[config.mk]
export PLATFORM = sky130hd
export DESIGN_NAME = cpsd_core
export DESIGN_NICKNAME = d
export VERILOG_FILES = /design/src/cpsd_pkg.sv /design/src/cpsd_core.sv
export SDC_FILE = /design/constraint.sdc
export NUM_CORES = 1
export LEC_CHECK = 0
export BUFFER_PORTS_ARGS = -buffer_cell sky130_fd_sc_hd__buf_2
export CORE_MARGIN = 2
export CORE_UTILIZATION = 45
export DETAILED_ROUTE_END_ITERATION = 10
export PLACE_DENSITY = 0.63
export SLEW_MARGIN = 40
export SYNTH_ARGS = -nofsm -noshare
export SYNTH_HDL_FRONTEND = slang
export SYNTH_SLANG_ARGS = --single-unit
[constraint.sdc]
create_clock -name pclk -period 2.7 [get_ports pclk]
set_clock_uncertainty 0.1 [all_clocks]
set_input_delay 0 -clock pclk [delete_from_list [all_inputs] [get_ports pclk]]
set_output_delay 0 -clock pclk [all_outputs]
set_load 0.1 [all_outputs]
[src/cpsd_pkg.sv]
/*
 * Shared constants for the charger power-up and source detect block:
 * register offsets, field positions, reset values, result codes and
 * timing counts.
 * Assumes a 25 MHz pclk and APB register access with 32-bit data.
 */
package cpsd_pkg;

    // Clock and time units
    localparam int CLK_MHZ = 25;
    localparam int T_TICK_US = 1000;
    localparam int TICK_CYC = T_TICK_US * CLK_MHZ;
    localparam int T_BIAS_REGULATOR_MS = 220;
    localparam int T_BADSRC_MS = 30;
    localparam int T_RETRY_MS = 2000;
    localparam int T_DCD_MS = 500;
    localparam int T_HVHS_MS = 40;
    localparam int T_INT_NS = 100000;
    localparam int INT_CYC = (T_INT_NS * CLK_MHZ) / 1000;

    // Register byte offsets
    localparam logic [7:0] CTRL_ADDR = 8'h00;
    localparam logic [7:0] LIMIT_PIN_ADDR = 8'h04;
    localparam logic [7:0] VLIM_ADDR = 8'h08;
    localparam logic [7:0] STAT_ADDR = 8'h0c;
    localparam logic [7:0] EFF_ADDR = 8'h10;

    // Control register fields
    localparam int C_AUTO = 0;
    localparam int C_FORCE = 1;
    localparam int C_HVA = 2;
    localparam int C_HVB = 3;
    localparam int C_HIZ = 4;
    localparam int C_FABS = 5;
    localparam int C_REQ12 = 6;
    localparam int C_SELPIN = 7;
    localparam logic [7:0] CTRL_RST = 8'h0d;

    // Status register fields above the 3-bit source type
    localparam int S_IGOOD = 3;
    localparam int S_PGOOD = 4;
    localparam int S_DSTAT = 5;
    localparam int S_BATDIS = 6;
    localparam int S_HIZST = 7;
    localparam int S_BIAS = 8;
    localparam int S_CONV = 9;

    // Current limits in 50 mA units, voltage limit in 100 mV units
    localparam logic [6:0] LIMIT_PIN_RST = 7'h0a;
    localparam logic [6:0] LIM_500MA = 7'h0a;
    localparam logic [6:0] LIM_1A = 7'h14;
    localparam logic [6:0] LIM_1A5 = 7'h1e;
    localparam logic [6:0] LIM_2A = 7'h28;
    localparam logic [6:0] LIM_2A1 = 7'h2a;
    localparam logic [6:0] LIM_2A4 = 7'h30;
    localparam logic [6:0] LIM_3A25 = 7'h41;
    localparam logic [7:0] VLIM_RST = 8'h2c;
    localparam logic [7:0] VLIM_MIN = 8'h27;
    localparam logic [7:0] VLIM_MAX = 8'h8c;

    // Source type codes
    localparam logic [2:0] TYP_NONE = 3'h0;
    localparam logic [2:0] TYP_SDP = 3'h1;
    localparam logic [2:0] TYP_CDP = 3'h2;
    localparam logic [2:0] TYP_DCP = 3'h3;
    localparam logic [2:0] TYP_HV = 3'h4;
    localparam logic [2:0] TYP_UNK = 3'h5;
    localparam logic [2:0] TYP_DIV = 3'h6;

    typedef enum logic [2:0] {
        ST_HIZ, ST_BIAS_REGULATOR, ST_QUAL, ST_RETRY, ST_DETECT, ST_HANDSHAKE,
        ST_VLIM, ST_RUN
    } cpsd_state_type;

endpackage : cpsd_pkg

[src/cpsd_core.sv]
/*
 * Power-up sequencer and input source detection of a one-cell charger,
 * with its APB register file and host interrupt pulse.
 * Assumes presetn is the power-on reset, analog comparator levels
 * arrive asynchronously, and limit_pin_code and vlim_auto come from
 * logic on pclk.
 */
// Notes on behaviour
// - Power-on reset returns every register to default; bus ready after it.
// - Battery alone above depletion: battery switch on, bias regulator off.
// - Battery overcurrent: switch off at once, flag set until input or exit.
// - Attach order: bias, qualify, detect type, voltage limit, converter.
// - Bias needs input above UVLO, sleep condition per mode, 220 ms wait.
// - Any bias condition lost: high impedance state, regulator off.
// - Source passes if below overvoltage and above minimum under 30mA load.
// - Passing source sets input-good flag and pulses the interrupt.
// - Failed qualification is retried every 2 seconds.
// - Type detection follows input-good and bias, only if auto or force bit set.
// - Auto detection off: limit, type and status bit stay unchanged.
// - Detection done: interrupt, load limit, power-good flag; pin low only in select-pin mode.
// - Host may rewrite the limit; effective limit is min with limit pin.
// - Start standard detection; after 500ms contact timeout, non-standard.
// - Four divider windows give 2.1A, 2A, 1A and 2.4A.
// - High-voltage handshake after DCP only while an enable bit is set.
// - 12 V: sink on D+, source on D-; 9 V the opposite.
// - Detection sets type code and limit, always sets the status bit.
// - Select pin: high gives 500mA type 001, low gives 3.25A type 010.
// - Force bit reruns detection and clears itself when done.
// - Voltage limit covers 3.9 V to 14 V, set by one of two methods.
// - Force-absolute set: host writes the limit; clear: algorithm owns it.
// - Voltage limit set: interrupt pulse queued in the same cycle the converter starts.
`timescale 1ns/1ns
`default_nettype none
module cpsd_core
    import cpsd_pkg::*;
#(
    parameter int TICK_CYCLES = TICK_CYC
) (
    // Clock and power-on reset
    input wire logic pclk,
    input wire logic presetn,
    // APB slave
    input wire logic psel,
    input wire logic penable,
    input wire logic pwrite,
    input wire logic [7:0] paddr,
    input wire logic [31:0] pwdata,
    output logic [31:0] prdata,
    output logic pready,
    output logic pslverr,
    // Supply comparators
    input wire logic vbus_uvlo_ok,
    input wire logic vbus_sleep_ok,
    input wire logic vbus_boost_sleep_ok,
    input wire logic boost_mode,
    input wire logic bat_above_dpl,
    input wire logic bat_ocp,
    input wire logic ship_exit,
    input wire logic vbus_ovp_ok,
    input wire logic vbus_min_ok,
    // D+/D- and select pin comparators
    input wire logic dcd_contact,
    input wire logic primary_det,
    input wire logic secondary_det,
    input wire logic dp_2p7,
    input wire logic dp_2p0,
    input wire logic dp_1p2,
    input wire logic dm_2p7,
    input wire logic dm_2p0,
    input wire logic dm_1p2,
    input wire logic select_pin,
    // On-chip limit sources
    input wire logic [6:0] limit_pin_code,
    input wire logic [7:0] vlim_auto,
    // Power path controls
    output logic bias_regulator_en,
    output logic battery_switch_on,
    output logic test_load_en,
    output logic converter_en,
    output logic dp_sink_en,
    output logic dp_src_en,
    output logic dm_sink_en,
    output logic dm_src_en,
    output logic [6:0] eff_current_limit,
    output logic [7:0] input_voltage_limit,
    // Host pins
    output logic int_n,
    output logic power_good_pin_n
);

    localparam int NSYNC = 19;

    logic [NSYNC-1:0] sync1_q;
    logic [NSYNC-1:0] sync2_q;
    logic uvlo_ok, sleep_ok, bsleep_ok, boost, bat_dpl, ocp, ship;
    logic ovp_ok, min_ok, dcd, prim, sec, psel_pin;
    logic [2:0] dpw, dmw;
    logic uvlo_prev_q;
    logic [14:0] tick_cnt_q;
    logic tick;
    logic [10:0] ms_q;
    cpsd_state_type st_q, st_d;
    logic bias_cond;
    logic qual_pass, qual_fail, det_done, vlim_set;
    logic [2:0] det_type;
    logic [6:0] det_lim;
    logic [7:0] ctrl_q;
    logic [6:0] limit_pin_q;
    logic [7:0] vlim_q;
    logic [2:0] src_type_q;
    logic input_good_q, power_good_q, det_stat_q, bat_dis_q;
    logic wr, rd_setup;
    logic [1:0] pend_q;
    logic [12:0] int_cnt_q, int_cnt_d;
    logic int_start;
    logic [12:0] low_len_q;
    logic [14:0] igood_wait_q;

    function automatic logic addr_hit(input logic [7:0] a);
        addr_hit = (a == CTRL_ADDR) || (a == LIMIT_PIN_ADDR) ||
            (a == VLIM_ADDR) || (a == STAT_ADDR) || (a == EFF_ADDR);
    endfunction : addr_hit

    function automatic logic [6:0] lim_min(input logic [6:0] a,
                                           input logic [6:0] b);
        lim_min = (a < b) ? a : b;
    endfunction : lim_min

    // Two-flop synchroniser for comparator levels
    always_ff @(posedge pclk or negedge presetn) begin
        if (!presetn) begin
            sync1_q <= '0;
            sync2_q <= '0;
        end else begin
            sync1_q <= {vbus_uvlo_ok, vbus_sleep_ok, vbus_boost_sleep_ok,
                boost_mode, bat_above_dpl, bat_ocp, ship_exit, vbus_ovp_ok,
                vbus_min_ok, dcd_contact, primary_det, secondary_det,
                dp_2p7, dp_2p0, dp_1p2, dm_2p7, dm_2p0, dm_1p2, select_pin};
            sync2_q <= sync1_q;
        end
    end

    assign {uvlo_ok, sleep_ok, bsleep_ok, boost, bat_dpl, ocp, ship,
        ovp_ok, min_ok, dcd, prim, sec, dpw, dmw, psel_pin} = sync2_q;

    // Millisecond tick divider
    always_ff @(posedge pclk or negedge presetn) begin
        if (!presetn) begin
            tick_cnt_q <= '0;
        end else if (tick) begin
            tick_cnt_q <= '0;
        end else begin
            tick_cnt_q <= tick_cnt_q + 15'h0001;
        end
    end

    assign tick = (tick_cnt_q >= 15'(TICK_CYCLES - 1));

    // Step timer, restarted on every state change
    always_ff @(posedge pclk or negedge presetn) begin
        if (!presetn) begin
            ms_q <= '0;
        end else if (st_d != st_q) begin
            ms_q <= '0;
        end else if (tick && ms_q != 11'h7ff) begin
            ms_q <= ms_q + 11'h001;
        end
    end

    assign bias_cond = uvlo_ok && !ctrl_q[C_HIZ] &&
        (boost ? bsleep_ok : sleep_ok);

    // Power-up sequence
    always_comb begin
        st_d = st_q;
        qual_pass = 1'b0;
        qual_fail = 1'b0;
        det_done = 1'b0;
        det_type = TYP_NONE;
        det_lim = limit_pin_q;
        vlim_set = 1'b0;
        if (!bias_cond) begin
            st_d = ST_HIZ;
        end else begin
            case (st_q)
                ST_HIZ: st_d = ST_BIAS_REGULATOR;
                ST_BIAS_REGULATOR: begin
                    if (ms_q >= 11'(T_BIAS_REGULATOR_MS)) st_d = ST_QUAL;
                end
                ST_QUAL: begin
                    if (!ovp_ok || !min_ok) begin
                        qual_fail = 1'b1;
                        st_d = ST_RETRY;
                    end else if (ms_q >= 11'(T_BADSRC_MS)) begin
                        qual_pass = 1'b1;
                        if (ctrl_q[C_AUTO] || ctrl_q[C_FORCE]) begin
                            st_d = ST_DETECT;
                        end else begin
                            st_d = ST_VLIM;
                        end
                    end
                end
                ST_RETRY: begin
                    if (ms_q >= 11'(T_RETRY_MS)) st_d = ST_QUAL;
                end
                ST_DETECT: begin
                    if (ctrl_q[C_SELPIN]) begin
                        det_done = 1'b1;
                        det_type = psel_pin ? TYP_SDP : TYP_CDP;
                        det_lim = psel_pin ? LIM_500MA : LIM_3A25;
                    end else if (dcd) begin
                        if (!prim) begin
                            det_done = 1'b1;
                            det_type = TYP_SDP;
                            det_lim = LIM_500MA;
                        end else if (!sec) begin
                            det_done = 1'b1;
                            det_type = TYP_CDP;
                            det_lim = LIM_1A5;
                        end else if (ctrl_q[C_HVA] || ctrl_q[C_HVB]) begin
                            st_d = ST_HANDSHAKE;
                        end else begin
                            det_done = 1'b1;
                            det_type = TYP_DCP;
                            det_lim = LIM_3A25;
                        end
                    end else if (ms_q >= 11'(T_DCD_MS)) begin
                        det_done = 1'b1;
                        det_type = TYP_DIV;
                        if (dpw[2] && dmw[1]) det_lim = LIM_2A1;
                        else if (dpw[0] && dmw[0]) det_lim = LIM_2A;
                        else if (dpw[1] && dmw[2]) det_lim = LIM_1A;
                        else if (dpw[2] && dmw[2]) det_lim = LIM_2A4;
                        else begin
                            det_type = TYP_UNK;
                            det_lim = LIM_500MA;
                        end
                    end
                end
                ST_HANDSHAKE: begin
                    if (!ctrl_q[C_HVA] && !ctrl_q[C_HVB]) begin
                        det_done = 1'b1;
                        det_type = TYP_DCP;
                        det_lim = LIM_3A25;
                    end else if (ms_q >= 11'(T_HVHS_MS)) begin
                        det_done = 1'b1;
                        det_type = TYP_HV;
                        det_lim = LIM_1A5;
                    end
                end
                ST_VLIM: begin
                    vlim_set = 1'b1;
                    st_d = ST_RUN;
                end
                ST_RUN: begin
                    if (ctrl_q[C_FORCE]) st_d = ST_DETECT;
                end
                default: st_d = ST_HIZ;
            endcase
            if (det_done) st_d = ST_VLIM;
        end
    end

    always_ff @(posedge pclk or negedge presetn) begin
        if (!presetn) begin
            st_q <= ST_HIZ;
        end else begin
            st_q <= st_d;
        end
    end

    // Power path outputs
    always_ff @(posedge pclk or negedge presetn) begin
        if (!presetn) begin
            bias_regulator_en <= 1'b0;
            test_load_en <= 1'b0;
            converter_en <= 1'b0;
            dp_sink_en <= 1'b0;
            dp_src_en <= 1'b0;
            dm_sink_en <= 1'b0;
            dm_src_en <= 1'b0;
        end else begin
            bias_regulator_en <= !(st_d == ST_HIZ || st_d == ST_BIAS_REGULATOR);
            test_load_en <= (st_d == ST_QUAL);
            converter_en <= (st_d == ST_RUN);
            dp_sink_en <= (st_d == ST_HANDSHAKE) && ctrl_q[C_REQ12];
            dm_src_en <= (st_d == ST_HANDSHAKE) && ctrl_q[C_REQ12];
            dp_src_en <= (st_d == ST_HANDSHAKE) && !ctrl_q[C_REQ12];
            dm_sink_en <= (st_d == ST_HANDSHAKE) && !ctrl_q[C_REQ12];
        end
    end

    // Battery switch and its disable flag
    always_ff @(posedge pclk or negedge presetn) begin
        if (!presetn) begin
            bat_dis_q <= 1'b0;
            uvlo_prev_q <= 1'b0;
            battery_switch_on <= 1'b0;
        end else begin
            uvlo_prev_q <= uvlo_ok;
            if (ocp) begin
                bat_dis_q <= 1'b1;
            end else if ((uvlo_ok && !uvlo_prev_q) || ship) begin
                bat_dis_q <= 1'b0;
            end
            battery_switch_on <= bat_dpl && !ocp && !bat_dis_q;
        end
    end

    // APB register file
    assign wr = psel && penable && pwrite && addr_hit(paddr);
    assign rd_setup = psel && !penable && !pwrite;
    assign pready = 1'b1;
    assign pslverr = psel && penable && !addr_hit(paddr);

    always_ff @(posedge pclk or negedge presetn) begin
        if (!presetn) begin
            ctrl_q <= CTRL_RST;
        end else if (wr && paddr == CTRL_ADDR) begin
            ctrl_q <= pwdata[7:0];
            if (!pwdata[C_FORCE] && det_done) ctrl_q[C_FORCE] <= 1'b0;
        end else if (det_done) begin
            ctrl_q[C_FORCE] <= 1'b0;
        end
    end

    always_ff @(posedge pclk or negedge presetn) begin
        if (!presetn) begin
            limit_pin_q <= LIMIT_PIN_RST;
        end else if (wr && paddr == LIMIT_PIN_ADDR) begin
            limit_pin_q <= pwdata[6:0];
        end else if (det_done) begin
            limit_pin_q <= det_lim;
        end
    end

    always_ff @(posedge pclk or negedge presetn) begin
        if (!presetn) begin
            vlim_q <= VLIM_RST;
        end else if (wr && paddr == VLIM_ADDR && ctrl_q[C_FABS]) begin
            vlim_q <= pwdata[7:0];
        end else if (vlim_set && !ctrl_q[C_FABS]) begin
            if (vlim_auto < VLIM_MIN) vlim_q <= VLIM_MIN;
            else if (vlim_auto > VLIM_MAX) vlim_q <= VLIM_MAX;
            else vlim_q <= vlim_auto;
        end
    end

    // Detection results and status flags
    always_ff @(posedge pclk or negedge presetn) begin
        if (!presetn) begin
            src_type_q <= TYP_NONE;
            input_good_q <= 1'b0;
            power_good_q <= 1'b0;
            det_stat_q <= 1'b0;
            power_good_pin_n <= 1'b1;
        end else begin
            if (qual_pass) input_good_q <= 1'b1;
            else if (qual_fail) input_good_q <= 1'b0;
            if (det_done) begin
                src_type_q <= det_type;
                det_stat_q <= 1'b1;
                power_good_q <= 1'b1;
                if (ctrl_q[C_SELPIN]) power_good_pin_n <= 1'b0;
            end
        end
    end

    always_ff @(posedge pclk or negedge presetn) begin
        if (!presetn) begin
            prdata <= '0;
            eff_current_limit <= LIMIT_PIN_RST;
        end else begin
            eff_current_limit <= lim_min(limit_pin_q, limit_pin_code);
            if (rd_setup) begin
                prdata <= '0;
                case (paddr)
                    CTRL_ADDR: prdata[7:0] <= ctrl_q;
                    LIMIT_PIN_ADDR: prdata[6:0] <= limit_pin_q;
                    VLIM_ADDR: prdata[7:0] <= vlim_q;
                    STAT_ADDR: prdata[9:0] <= {converter_en,
                        bias_regulator_en, st_q == ST_HIZ, bat_dis_q,
                        det_stat_q, power_good_q, input_good_q,
                        src_type_q};
                    EFF_ADDR: prdata[6:0] <= eff_current_limit;
                    default: prdata <= '0;
                endcase
            end
        end
    end

    assign input_voltage_limit = vlim_q;

    // Interrupt pulse queue: low window then equal high gap
    assign int_start = (int_cnt_q == '0) && (pend_q != 2'h0);

    always_comb begin
        int_cnt_d = int_cnt_q;
        if (int_start) int_cnt_d = 13'(2 * INT_CYC);
        else if (int_cnt_q != '0) int_cnt_d = int_cnt_q - 13'h0001;
    end

    always_ff @(posedge pclk or negedge presetn) begin
        if (!presetn) begin
            pend_q <= 2'h0;
            int_cnt_q <= '0;
            int_n <= 1'b1;
        end else begin
            if ((qual_pass || det_done || vlim_set) && !int_start) begin
                if (pend_q != 2'h3) pend_q <= pend_q + 2'h1;
            end else if (!(qual_pass || det_done || vlim_set) && int_start) begin
                pend_q <= pend_q - 2'h1;
            end
            int_cnt_q <= int_cnt_d;
            int_n <= !(int_cnt_d > 13'(INT_CYC));
        end
    end

    // Pulse length helper for checks
    always_ff @(posedge pclk or negedge presetn) begin
        if (!presetn) begin
            low_len_q <= '0;
        end else if (!int_n) begin
            low_len_q <= low_len_q + 13'h0001;
        end else begin
            low_len_q <= '0;
        end
    end

    // Cycles from a passed source to its interrupt
    always_ff @(posedge pclk or negedge presetn) begin
        if (!presetn) begin
            igood_wait_q <= '0;
        end else if (qual_pass) begin
            igood_wait_q <= 15'h0001;
        end else if (!int_n) begin
            igood_wait_q <= '0;
        end else if (igood_wait_q != '0) begin
            igood_wait_q <= igood_wait_q + 15'h0001;
        end
    end

    int_width_a: assert property (@(posedge pclk) disable iff (!presetn)
        $rose(int_n) |-> low_len_q == 13'(INT_CYC))
        else $error("interrupt pulse width wrong");
    bias_off_a: assert property (@(posedge pclk) disable iff (!presetn)
        !bias_cond |=> !bias_regulator_en)
        else $error("bias regulator on without its conditions");
    bias_regulator_wait_a: assert property (@(posedge pclk) disable iff (!presetn)
        $rose(bias_regulator_en) |-> $past(st_q) == ST_BIAS_REGULATOR &&
        ms_q == 11'h000)
        else $error("bias regulator on before delay");
    batt_ocp_a: assert property (@(posedge pclk) disable iff (!presetn)
        ocp |=> !battery_switch_on && bat_dis_q)
        else $error("battery switch not cut on overcurrent");
    igood_int_a: assert property (@(posedge pclk) disable iff (!presetn)
        qual_pass |=> input_good_q)
        else $error("input good not set");
    igood_wait_a: assert property (@(posedge pclk) disable iff (!presetn)
        igood_wait_q < 15'(8 * INT_CYC))
        else $error("input good not reported");
    skip_hold_a: assert property (@(posedge pclk) disable iff (!presetn)
        qual_pass && !ctrl_q[C_AUTO] && !ctrl_q[C_FORCE] &&
        !(wr && paddr == LIMIT_PIN_ADDR) |=> $stable(limit_pin_q) &&
        $stable(src_type_q))
        else $error("results changed with detection off");
    force_clr_a: assert property (@(posedge pclk) disable iff (!presetn)
        det_done && !(wr && paddr == CTRL_ADDR) |=> !ctrl_q[C_FORCE] &&
        det_stat_q && limit_pin_q == ($past(wr && paddr == LIMIT_PIN_ADDR) ?
        $past(pwdata[6:0]) : $past(det_lim)))
        else $error("force bit not cleared or result not loaded");
    eff_min_a: assert property (@(posedge pclk) disable iff (!presetn)
        ##1 eff_current_limit == lim_min($past(limit_pin_q),
        $past(limit_pin_code)))
        else $error("effective limit not the minimum");
    hv_lines_a: assert property (@(posedge pclk) disable iff (!presetn)
        dp_sink_en |-> dm_src_en && !dp_src_en && !dm_sink_en)
        else $error("handshake line drive inconsistent");
    conv_order_a: assert property (@(posedge pclk) disable iff (!presetn)
        $rose(converter_en) |-> $past(st_q) == ST_VLIM)
        else $error("converter started without voltage limit step");

endmodule : cpsd_core
`default_nettype wire

==> After elaboration in Yosys (flattened, before gate mapping) <==
Index checks and enable logic that the tools add are counted.
{ "totals": {"regBits": 137, "input_bits": 79} }
{ "classes": {"addsub": 5, "magnitude_cmp": 10, "eq_ne": 22, "mux": 90, "n_reduce_logical": 75} }
{ "ops": {"columns": ["op", "count"], "rows": [
  ["$mux 7", 13],
  ["$mux 3", 18],
  ["$pmux 7 s5", 1],
  ["$mux 8", 4],
  ["$logic_and 1x1->1", 28],
  ["$mux 1", 27],
  ["$mux 13", 2],
  ["$mux 2", 13],
  ["$mux 6", 4],
  ["$mux 11", 2],
  ["$pmux 3 s7", 1],
  ["$eq 3x3->1 const B", 6],
  ["$logic_not 1->1", 18],
  ["$reduce_bool 2->1", 9],
  ["$eq 8x4->1 const B", 2],
  ["$add 15x1->15 const B", 1],
  ["$ge 15x15->1 const B", 1],
  ["$mux 15", 1],
  ["$pmux 7 s2", 1],
  ["$gt 13x12->1 const B", 1],
  ["$logic_not 13->1", 1],
  ["$reduce_bool 13->1", 1],
  ["$sub 13x1->13 const B", 1],
  ["$add 11x1->11 const B", 1],
  ["other kinds (30)", 45]
]} }

==> Longest topological paths before layout <==
Gate-level depths: netlist of run 1.
{ "depth": {"word_depth": 15, "mapped_depth": 9} }

==> Worst setup path after synthesis of run 1 <==
No wires, ideal clock.
{ "synth_timing": {"path_type": "register -> register", "startpoint": "register int_cnt_q[0]", "endpoint": "register int_n", "setup_time_ps": 73, "arrival_ps": 2355, "t_required_ps": 2527, "setup_slack_ps": 172, "stages_incl_launch_ff": 9, "n_path_buf": 0, "cell_sequence": "dfrtp_1 > inv_1 > ha_1 > or4b_4 > nor4_4 > a22oi_1 > o31a_1 > or4_1 > a21oi_1"} }
{ "synth_between": {"elab_chain_cells": 5, "elab_cells_between_ends": 8, "cone_classes": "add/sub: 1; order compare: 1; mux: 2; reduce/logical: 4"} }
{ "synth_rtl": {"columns": ["item", "line_no", "text"], "rows": [
  ["start: declaration", "cpsd_core.sv:114", "logic [12:0] int_cnt_q, int_cnt_d;"],
  ["start signal: assignment", "cpsd_core.sv:414", "int_cnt_q <= int_cnt_d;"],
  ["$sub 13x1->13 (tied with other cells)", "cpsd_core.sv:400", "else if (int_cnt_q != '0) int_cnt_d = int_cnt_q - 13'h0001;"],
  ["$mux 13 or $logic_and 1x1->1 (tied branches)", "cpsd_core.sv:400, cpsd_core.sv:395", null],
  ["$mux 13 *", "cpsd_core.sv:399", "if (int_start) int_cnt_d = 13'(2 * INT_CYC);"],
  ["via int_cnt_d[3]", "cpsd_core.sv:114", null],
  ["$gt 13x12->1 *", "cpsd_core.sv:415", "int_n <= !(int_cnt_d > 13'(INT_CYC));"],
  ["$logic_not 1->1 *", "cpsd_core.sv:415", null],
  ["end signal: assignment", "cpsd_core.sv:415", null],
  ["end: declaration", "cpsd_core.sv:87", "output logic int_n,"]
]} }
The timed path passes the listed nets; every way through them passes the cells marked *.
A chain may end at the register's enable or synchronous reset.

==> Worst setup path in the final report of run 1 <==
{ "layout_timing": {"startpoint": "register int_cnt_q[1]", "endpoint": "register int_n"} }
Same word-level chain as after synthesis.

==> summary.md, run 1 <==
| Metric | Value |
|---|---|
| EDFF count, synth | `0` |
| Vias/cell | `5.51` |
| HPWL Detailed | `12.7 mm` |
| Max Clock Freq | `378 MHz` |
| Peak supply drop | `465 uV` |
| Ratio of cells with drive above 1 in the final layout | `22.2%` |
| Clock buffer depth | `2` |
| Fin. Hold Viols | `0` |
| HP Class | `input port to async pin` |
| Synth area leaders | `dfrtp_1, dfstp_2, nor2_1` |
| H-Tree Depth | `4` |
| CP Max Fanout | `4` |
| Worst-Margin Slew | `0.695 ns` |
| Site row count | `45` |
| Clk_lat worst skew | `0.42 ns` |
| Synthesis-to-layout area growth | `27.4%` |
| ANT nets after route | `0` |
| Cts bufs inserted | `17` |
| Post-Place Setup Slack | `0.00718 ns` |
| Gr ovfl total | `0` |
| Register area share after synthesis | `48.8%` |
| Placed cell count | `1021` |
| Setup total negative slack | `0 ns` |
| Design Area, Final | `8980 sq um` |
| Fin cells | `1111` |
| DP Area | `7780 sq um` |
| Gr usage total | `22.7%` |
| CTS Root Cell | `clkbuf_16` |
| Netlist cell types | `68` |
| Max cap viols | `0` |
| Top Ports | `138` |
| Yosys top cell area share | `44.4%` |
| Initial DRC count | `359` |
| Fill cells | `1276` |
| CP startpoint kind | `flop` |
| Status | `completed` |
| Crit. End Element | `flop` |
| WL final | `17.9 mm` |
| Period utilization | `97.9%` |
| Chip height | `129 um` |
| CTS tree | `yes` |
| Reg clk slew, reported paths | `0.06 ns` |
| Largest net degree at the start of global routing | `75` |
| Critical Path RT | `2.95 ns` |
| ANT cells | `0` |
| Drt first pass iters | `5` |
| Flop and latch count out of synthesis | `137` |
| Final slew viol count | `0` |
| Slew margin rel. | `53.7%` |
| Mapped Cells | `725` |
| Core Box Area | `15300 sq um` |
| Final setup vio count | `0` |
| DRC | `0` |
| Vias in the first global route | `6024` |
| Main synth FF type | `dfrtp_1` |
| Synth Area per Inst | `9.72 sq um` |
| Nets@finish | `977` |
| Buffers on Ports | `90` |
| Initial core utilization | `46.2%` |
| Setup ws final | `0.0554 ns` |
| Initial antenna violation count | `0` |
| DR vias | `6121` |
| Unrepaired setup endpoints after global routing | `true` |
| Clk sinks | `137` |
| Worst EP arrival | `2.90 ns` |
| Die width | `129 um` |
| Drt wl/cell | `16.1 um` |
| GP Congestion | `0.888` |
| First-pass GRT wire length | `29.9 mm` |
| Power Density | `587 nW/um^2` |
| Crit path time final | `2.64 ns` |
| Syn Std Cell Area | `7050 sq um` |
| Leak | `4.20 nW` |
| Yosys warnings | `0` |
| Crit path kind | `flop to flop` |
| Final core utilization | `58.9%` |
| Die area | `16700 sq um` |
| Area leader, netlist | `dfrtp_1` |
| Asr flop ratio synth | `100%` |
==> repair_timing <==
action                                  in CTS  in global routing
hold buffers                                55                  0
gates resized for setup                      1                  7
setup buffers                                0                  3
pin swaps                                    1                  1
endpoints found under the setup margin       2                  3
endpoints found under the hold margin      173                  0
==> flip-flops by register name, summed over array words and instances (netlist names), 2 cells and up <==
register / count
sync1_q: 19
sync2_q: 19
tick_cnt_q: 15
int_cnt_q: 13
ms_q: 11
prdata: 10
ctrl_q: 8
input_voltage_limit: 8
eff_current_limit: 7
limit_pin_q: 7
src_type_q: 3
st_q: 3
pend_q: 2
==> placed cells by master (no fill, tap or decap), types with 6 or more instances in the layout <==
| master | count |
|---|---|
| nand4_1 | 21 |
| nand3_1 | 24 |
| inv_6 | 6 |
| dfrtp_1 | 125 |
| dfstp_2 | 12 |
| buf_2 | 89 |
| dlygate4sd3_1 | 55 |
| and3_1 | 14 |
| clkbuf_16 | 17 |
| inv_1 | 30 |
| ha_1 | 10 |
| mux2_2 | 9 |
| o22ai_1 | 6 |
| xnor2_1 | 9 |
| nor2_1 | 68 |
| nor3_1 | 25 |
| nor2b_1 | 11 |
| buf_4 | 29 |
| mux2i_1 | 14 |
| a221oi_1 | 7 |
| a31oi_1 | 15 |
| nand2b_1 | 15 |
| nand2_1 | 56 |
| a211oi_1 | 6 |
| xor2_1 | 16 |
| a21oi_1 | 28 |
| o211ai_1 | 10 |
| o21ai_0 | 27 |
| conb_1 | 23 |
==> per-stage QoR <==
| stage | hold slack, ns | total power [W] |
|---|---|---|
| 2_1_floorplan | -0.396 | 0.00275 |
| 3_3_place_gp | -0.0492 | 0.00291 |
| 3_5_place_dp | -0.0469 | 0.00292 |
| 4_1_cts | 0.0222 | 0.00532 |
| 5_1_grt | 0.0736 | 0.00548 |
| 6_report | 0.0451 | 0.00528 |
==> final cells by class <==
class,count,area (sq um),share of cell area (%)
Inverter,30,113,1.25
Multi-Input combinational cell,525,3310,36.8
Sequential cell,137,3440,38.3
Tap cell,211,264,2.94
Clock inverter,15,171,1.91
Clock buffer,17,425,4.74
Timing Repair Buffer,176,1260,14.0
==> logic make-up after synthesis <==
family                     after synthesis  synth area share [%]
AOI/OAI and AO/OA                      152                  14.6
other                                    2                 0.107
and+or+nand+nor                        291                  22.1
buffers and inverters                   84                  5.82
DFF                                    137                  48.8
muxes                                   23                  3.43
xor gates and xnor gates                25                  3.11
adders and majority gates               11                  1.95
==> Yosys cell counts (12+ instances only) <==
cell,count
a21oi_1,30
a31oi_1,15
and3_1,14
buf_4,25
clkbuf_1,27
dfrtp_1,125
dfstp_2,12
inv_1,30
mux2i_1,14
nand2_1,56
nand2b_1,15
nand3_1,24
nand4_1,21
nor2_1,68
nor3_1,26
o21ai_0,27
xor2_1,16
==> where the power goes <==
group	switching (W)	internal, W
Sequential	0.0000502	0.00213
Clock	0.00100	0.00132
Combinational	0.000593	0.000179
Total	0.00165	0.00363
==> routing by layer <==
| layer | vias to the layer above | share of wire (%) | global-route usage, % |
|---|---|---|---|
| met1 | 2942 | 45 | 30.8 |
| met2 | 242 | 47 | 35.6 |
| met5 | - | 0 | 0 |
| li1 | 2904 | - | - |
| met3 | 33 | 6.2 | 5.28 |
| met4 | 0 | 2.0 | 8.89 |
==> worst paths after layout <==
check / startpoint / depth (start not counted) / slack [ns] / to
setup / recovery: int_cnt_q[1] / 8 / 0.06 / int_n
hold / removal: presetn / 2 / 0.05 / prdata[0]
setup reg to reg: int_cnt_q[1] / 8 / 0.06 / int_n
hold reg to reg: sync1_q[1] / 0 / 0.25 / sync2_q[1]
max in group asynchronous: presetn / 3 / 1.71 / limit_pin_q[1]
min in group pclk: paddr[4] / 5 / 0.05 / input_voltage_limit[1]
==> critical path, stage by stage (launching register included) <==
cell and delay (ns):
dfrtp_1 0.40, inv_1 0.09, ha_2 0.19, or4b_4 0.52, nor4_4 0.34, a22oi_2 0.13
o31a_1 0.13, or4_4 0.54, a21oi_2 0.13
No activity file was read; power rests on OpenSTA's default activity.
==> inputs of run 2 (changes only) <==
Settings changed: CORE_UTILIZATION 45 to 55, PLACE_DENSITY 0.63 to 0.76.
==> run 2 against run 1 <==
Critical path depth stayed put. Die area is 18% lower. Global-route usage is 5.7 points higher. Sequential power hardly changed. Critical endpoint unchanged. Final cell count is 4.8% lower. Combinational power hardly changed. Design area is 2.2% lower. Clock power is 3% lower. Total power is 1.3% lower. Setup slack better by 0.049 ns. Hold slack worse by 0.037 ns. Sequential cell count stayed put.
==> summary.md, run 2 (synthesized netlist as in run 1, its figures left out) <==
| Metric | Value |
|---|---|
| H-Tree Depth | `4` |
| Power Density | `592 nW/um^2` |
| Ratio of cells with drive above 1 in the final layout | `21.4%` |
| Initial DRC count | `591` |
| Power Total | `0.00520 W` |
| GP Congestion | `0.957` |
| Drt wl/cell | `17.2 um` |
| Final slew viol count | `0` |
| Most frequent cells in the layout | `dfrtp_1, buf_2, nor2_1` |
| Gr ovfl total | `0` |
| Max cap viols | `0` |
| Nets@finish | `963` |
| Placed cell count | `975` |
| DRC | `0` |
| Crit path time final | `2.60 ns` |
| Final setup vio count | `0` |
| Chip height | `117 um` |
| Peak supply drop | `659 uV` |
| Worst-Margin Slew | `0.615 ns` |
| WL final | `18.2 mm` |
| ANT nets after route | `0` |
| Reg clk slew, reported paths | `0.06 ns` |
| CP startpoint kind | `flop` |
| Clk sinks | `137` |
| Largest net degree at the start of global routing | `84` |
| Crit. End Element | `flop` |
| Die area | `13700 sq um` |
| CP Max Fanout | `5` |
| Fin. Hold Viols | `0` |
| Critical Path RT | `2.96 ns` |
| Setup total negative slack | `0 ns` |
| Synthesis-to-layout area growth | `24.6%` |
| Slew margin rel. | `58.5%` |
| Post-Place Setup Slack | `0.0348 ns` |
| Leak | `4.12 nW` |
| Max Clock Freq | `385 MHz` |
| Unrepaired setup endpoints after global routing | `true` |
| Clk_lat worst skew | `0.42 ns` |
| CTS Root Cell | `clkbuf_16` |
| Drt first pass iters | `8` |
| Fin cells | `1058` |
| Setup ws final | `0.104 ns` |
| Core Box Area | `12600 sq um` |
| Gr usage total | `28.4%` |
| DR vias | `6275` |
| Site row count | `41` |
| Initial antenna violation count | `0` |
| Status | `completed` |
| Regs by FF count | `sync1_q x19, sync2_q x19, tick_cnt_q x15` |
| Commonest non-fill, non-tap cell in the layout | `dfrtp_1` |
| ANT cells | `0` |
| Fill cells | `951` |
| Period utilization | `96.1%` |
| Vias in the first global route | `6093` |
| Buffers on Ports | `90` |
| Initial core utilization | `56.1%` |
| First-pass GRT wire length | `29.8 mm` |
| HPWL Detailed | `12.6 mm` |
| Clock buffer depth | `2` |
| Postcts setup bufs | `0` |
| CTS tree | `yes` |
| Vias/cell | `5.93` |
| Cts bufs inserted | `17` |
| Top Ports | `138` |
| Worst EP arrival | `2.85 ns` |
| HP Class | `input port to async pin` |
| Die width | `117 um` |
| Crit path kind | `flop to flop` |
==> run 2: cell types whose count changed in the layout (fill, tap and decap cells not counted), sizes merged <==
cell         change
clkinv           +3
dlygate4sd3      -4
buf             -10
inv              -4
clkbuf           +1
==> run 2: layout make-up <==
cell class | instances | area [sq um] | share of cell area, %
clock inverters | 14 | 138 | 1.57
clock buffers | 18 | 439 | 5.00
repair buffers | 162 | 1140 | 12.9
inverters | 30 | 113 | 1.28
well taps | 172 | 215 | 2.45
multi-input cells | 525 | 3300 | 37.6
flip-flops and latches | 137 | 3440 | 39.2
==> run 2: metrics by stage <==
step	utilization (%)	cell area, sq um	hold WS (ns)
detailed placement	61.1	7680	-0.119
global placement	61.1	7680	-0.123
finish	69.9	8780	0.00820
CTS	69.8	8770	0.00834
global route	69.9	8780	0.0504
floorplan	-	7130	-0.396
==> run 2: power breakdown <==
part | total [W] | internal (W) | switching, W | leakage (nW)
clock | 0.00225 | 0.00131 | 0.000939 | 0.284
sequential | 0.00218 | 0.00213 | 0.0000515 | 1.70
combinational | 0.000774 | 0.000178 | 0.000596 | 2.13
total | 0.00520 | 0.00362 | 0.00159 | 4.12
==> run 2: worst paths after layout <==
check,from,endpoint,slack [ns],cells past startpoint
worst max-delay path,int_cnt_q[1],int_n,0.10,8
worst min-delay path,presetn,prdata[2],0.008,2
worst max register to register,int_cnt_q[1],int_n,0.10,8
worst min register to register,sync1_q[4],sync2_q[4],0.25,0
max in group asynchronous,presetn,power_good_pin_n,1.68,3
min in group pclk,paddr[4],input_voltage_limit[5],0.02,5
==> run 2: worst max-delay path: stages (launching register included) <==
cell,delay [ns]
dfrtp_1,0.40
inv_1,0.11
ha_2,0.19
or4b_4,0.52
nor4_4,0.27
a22oi_1,0.14
o31a_1,0.13
or4_1,0.54
a21oi_2,0.14
==> run 2: per-layer routing <==
metal  wire (um)  track usage (%)  vias to the layer above
met5           0                0                        -
met4         475             12.2                        0
li1            -                -                     2886
met3        1330             7.47                       47
met2        8730             45.1                      297
met1        7620             37.0                     3045
==> run 2: what timing repair did <==
action                     CTS  global route
hold buffers                51             0
hold endpoints to repair   185             0
gates resized for setup      0             6
setup endpoints to repair    0             7
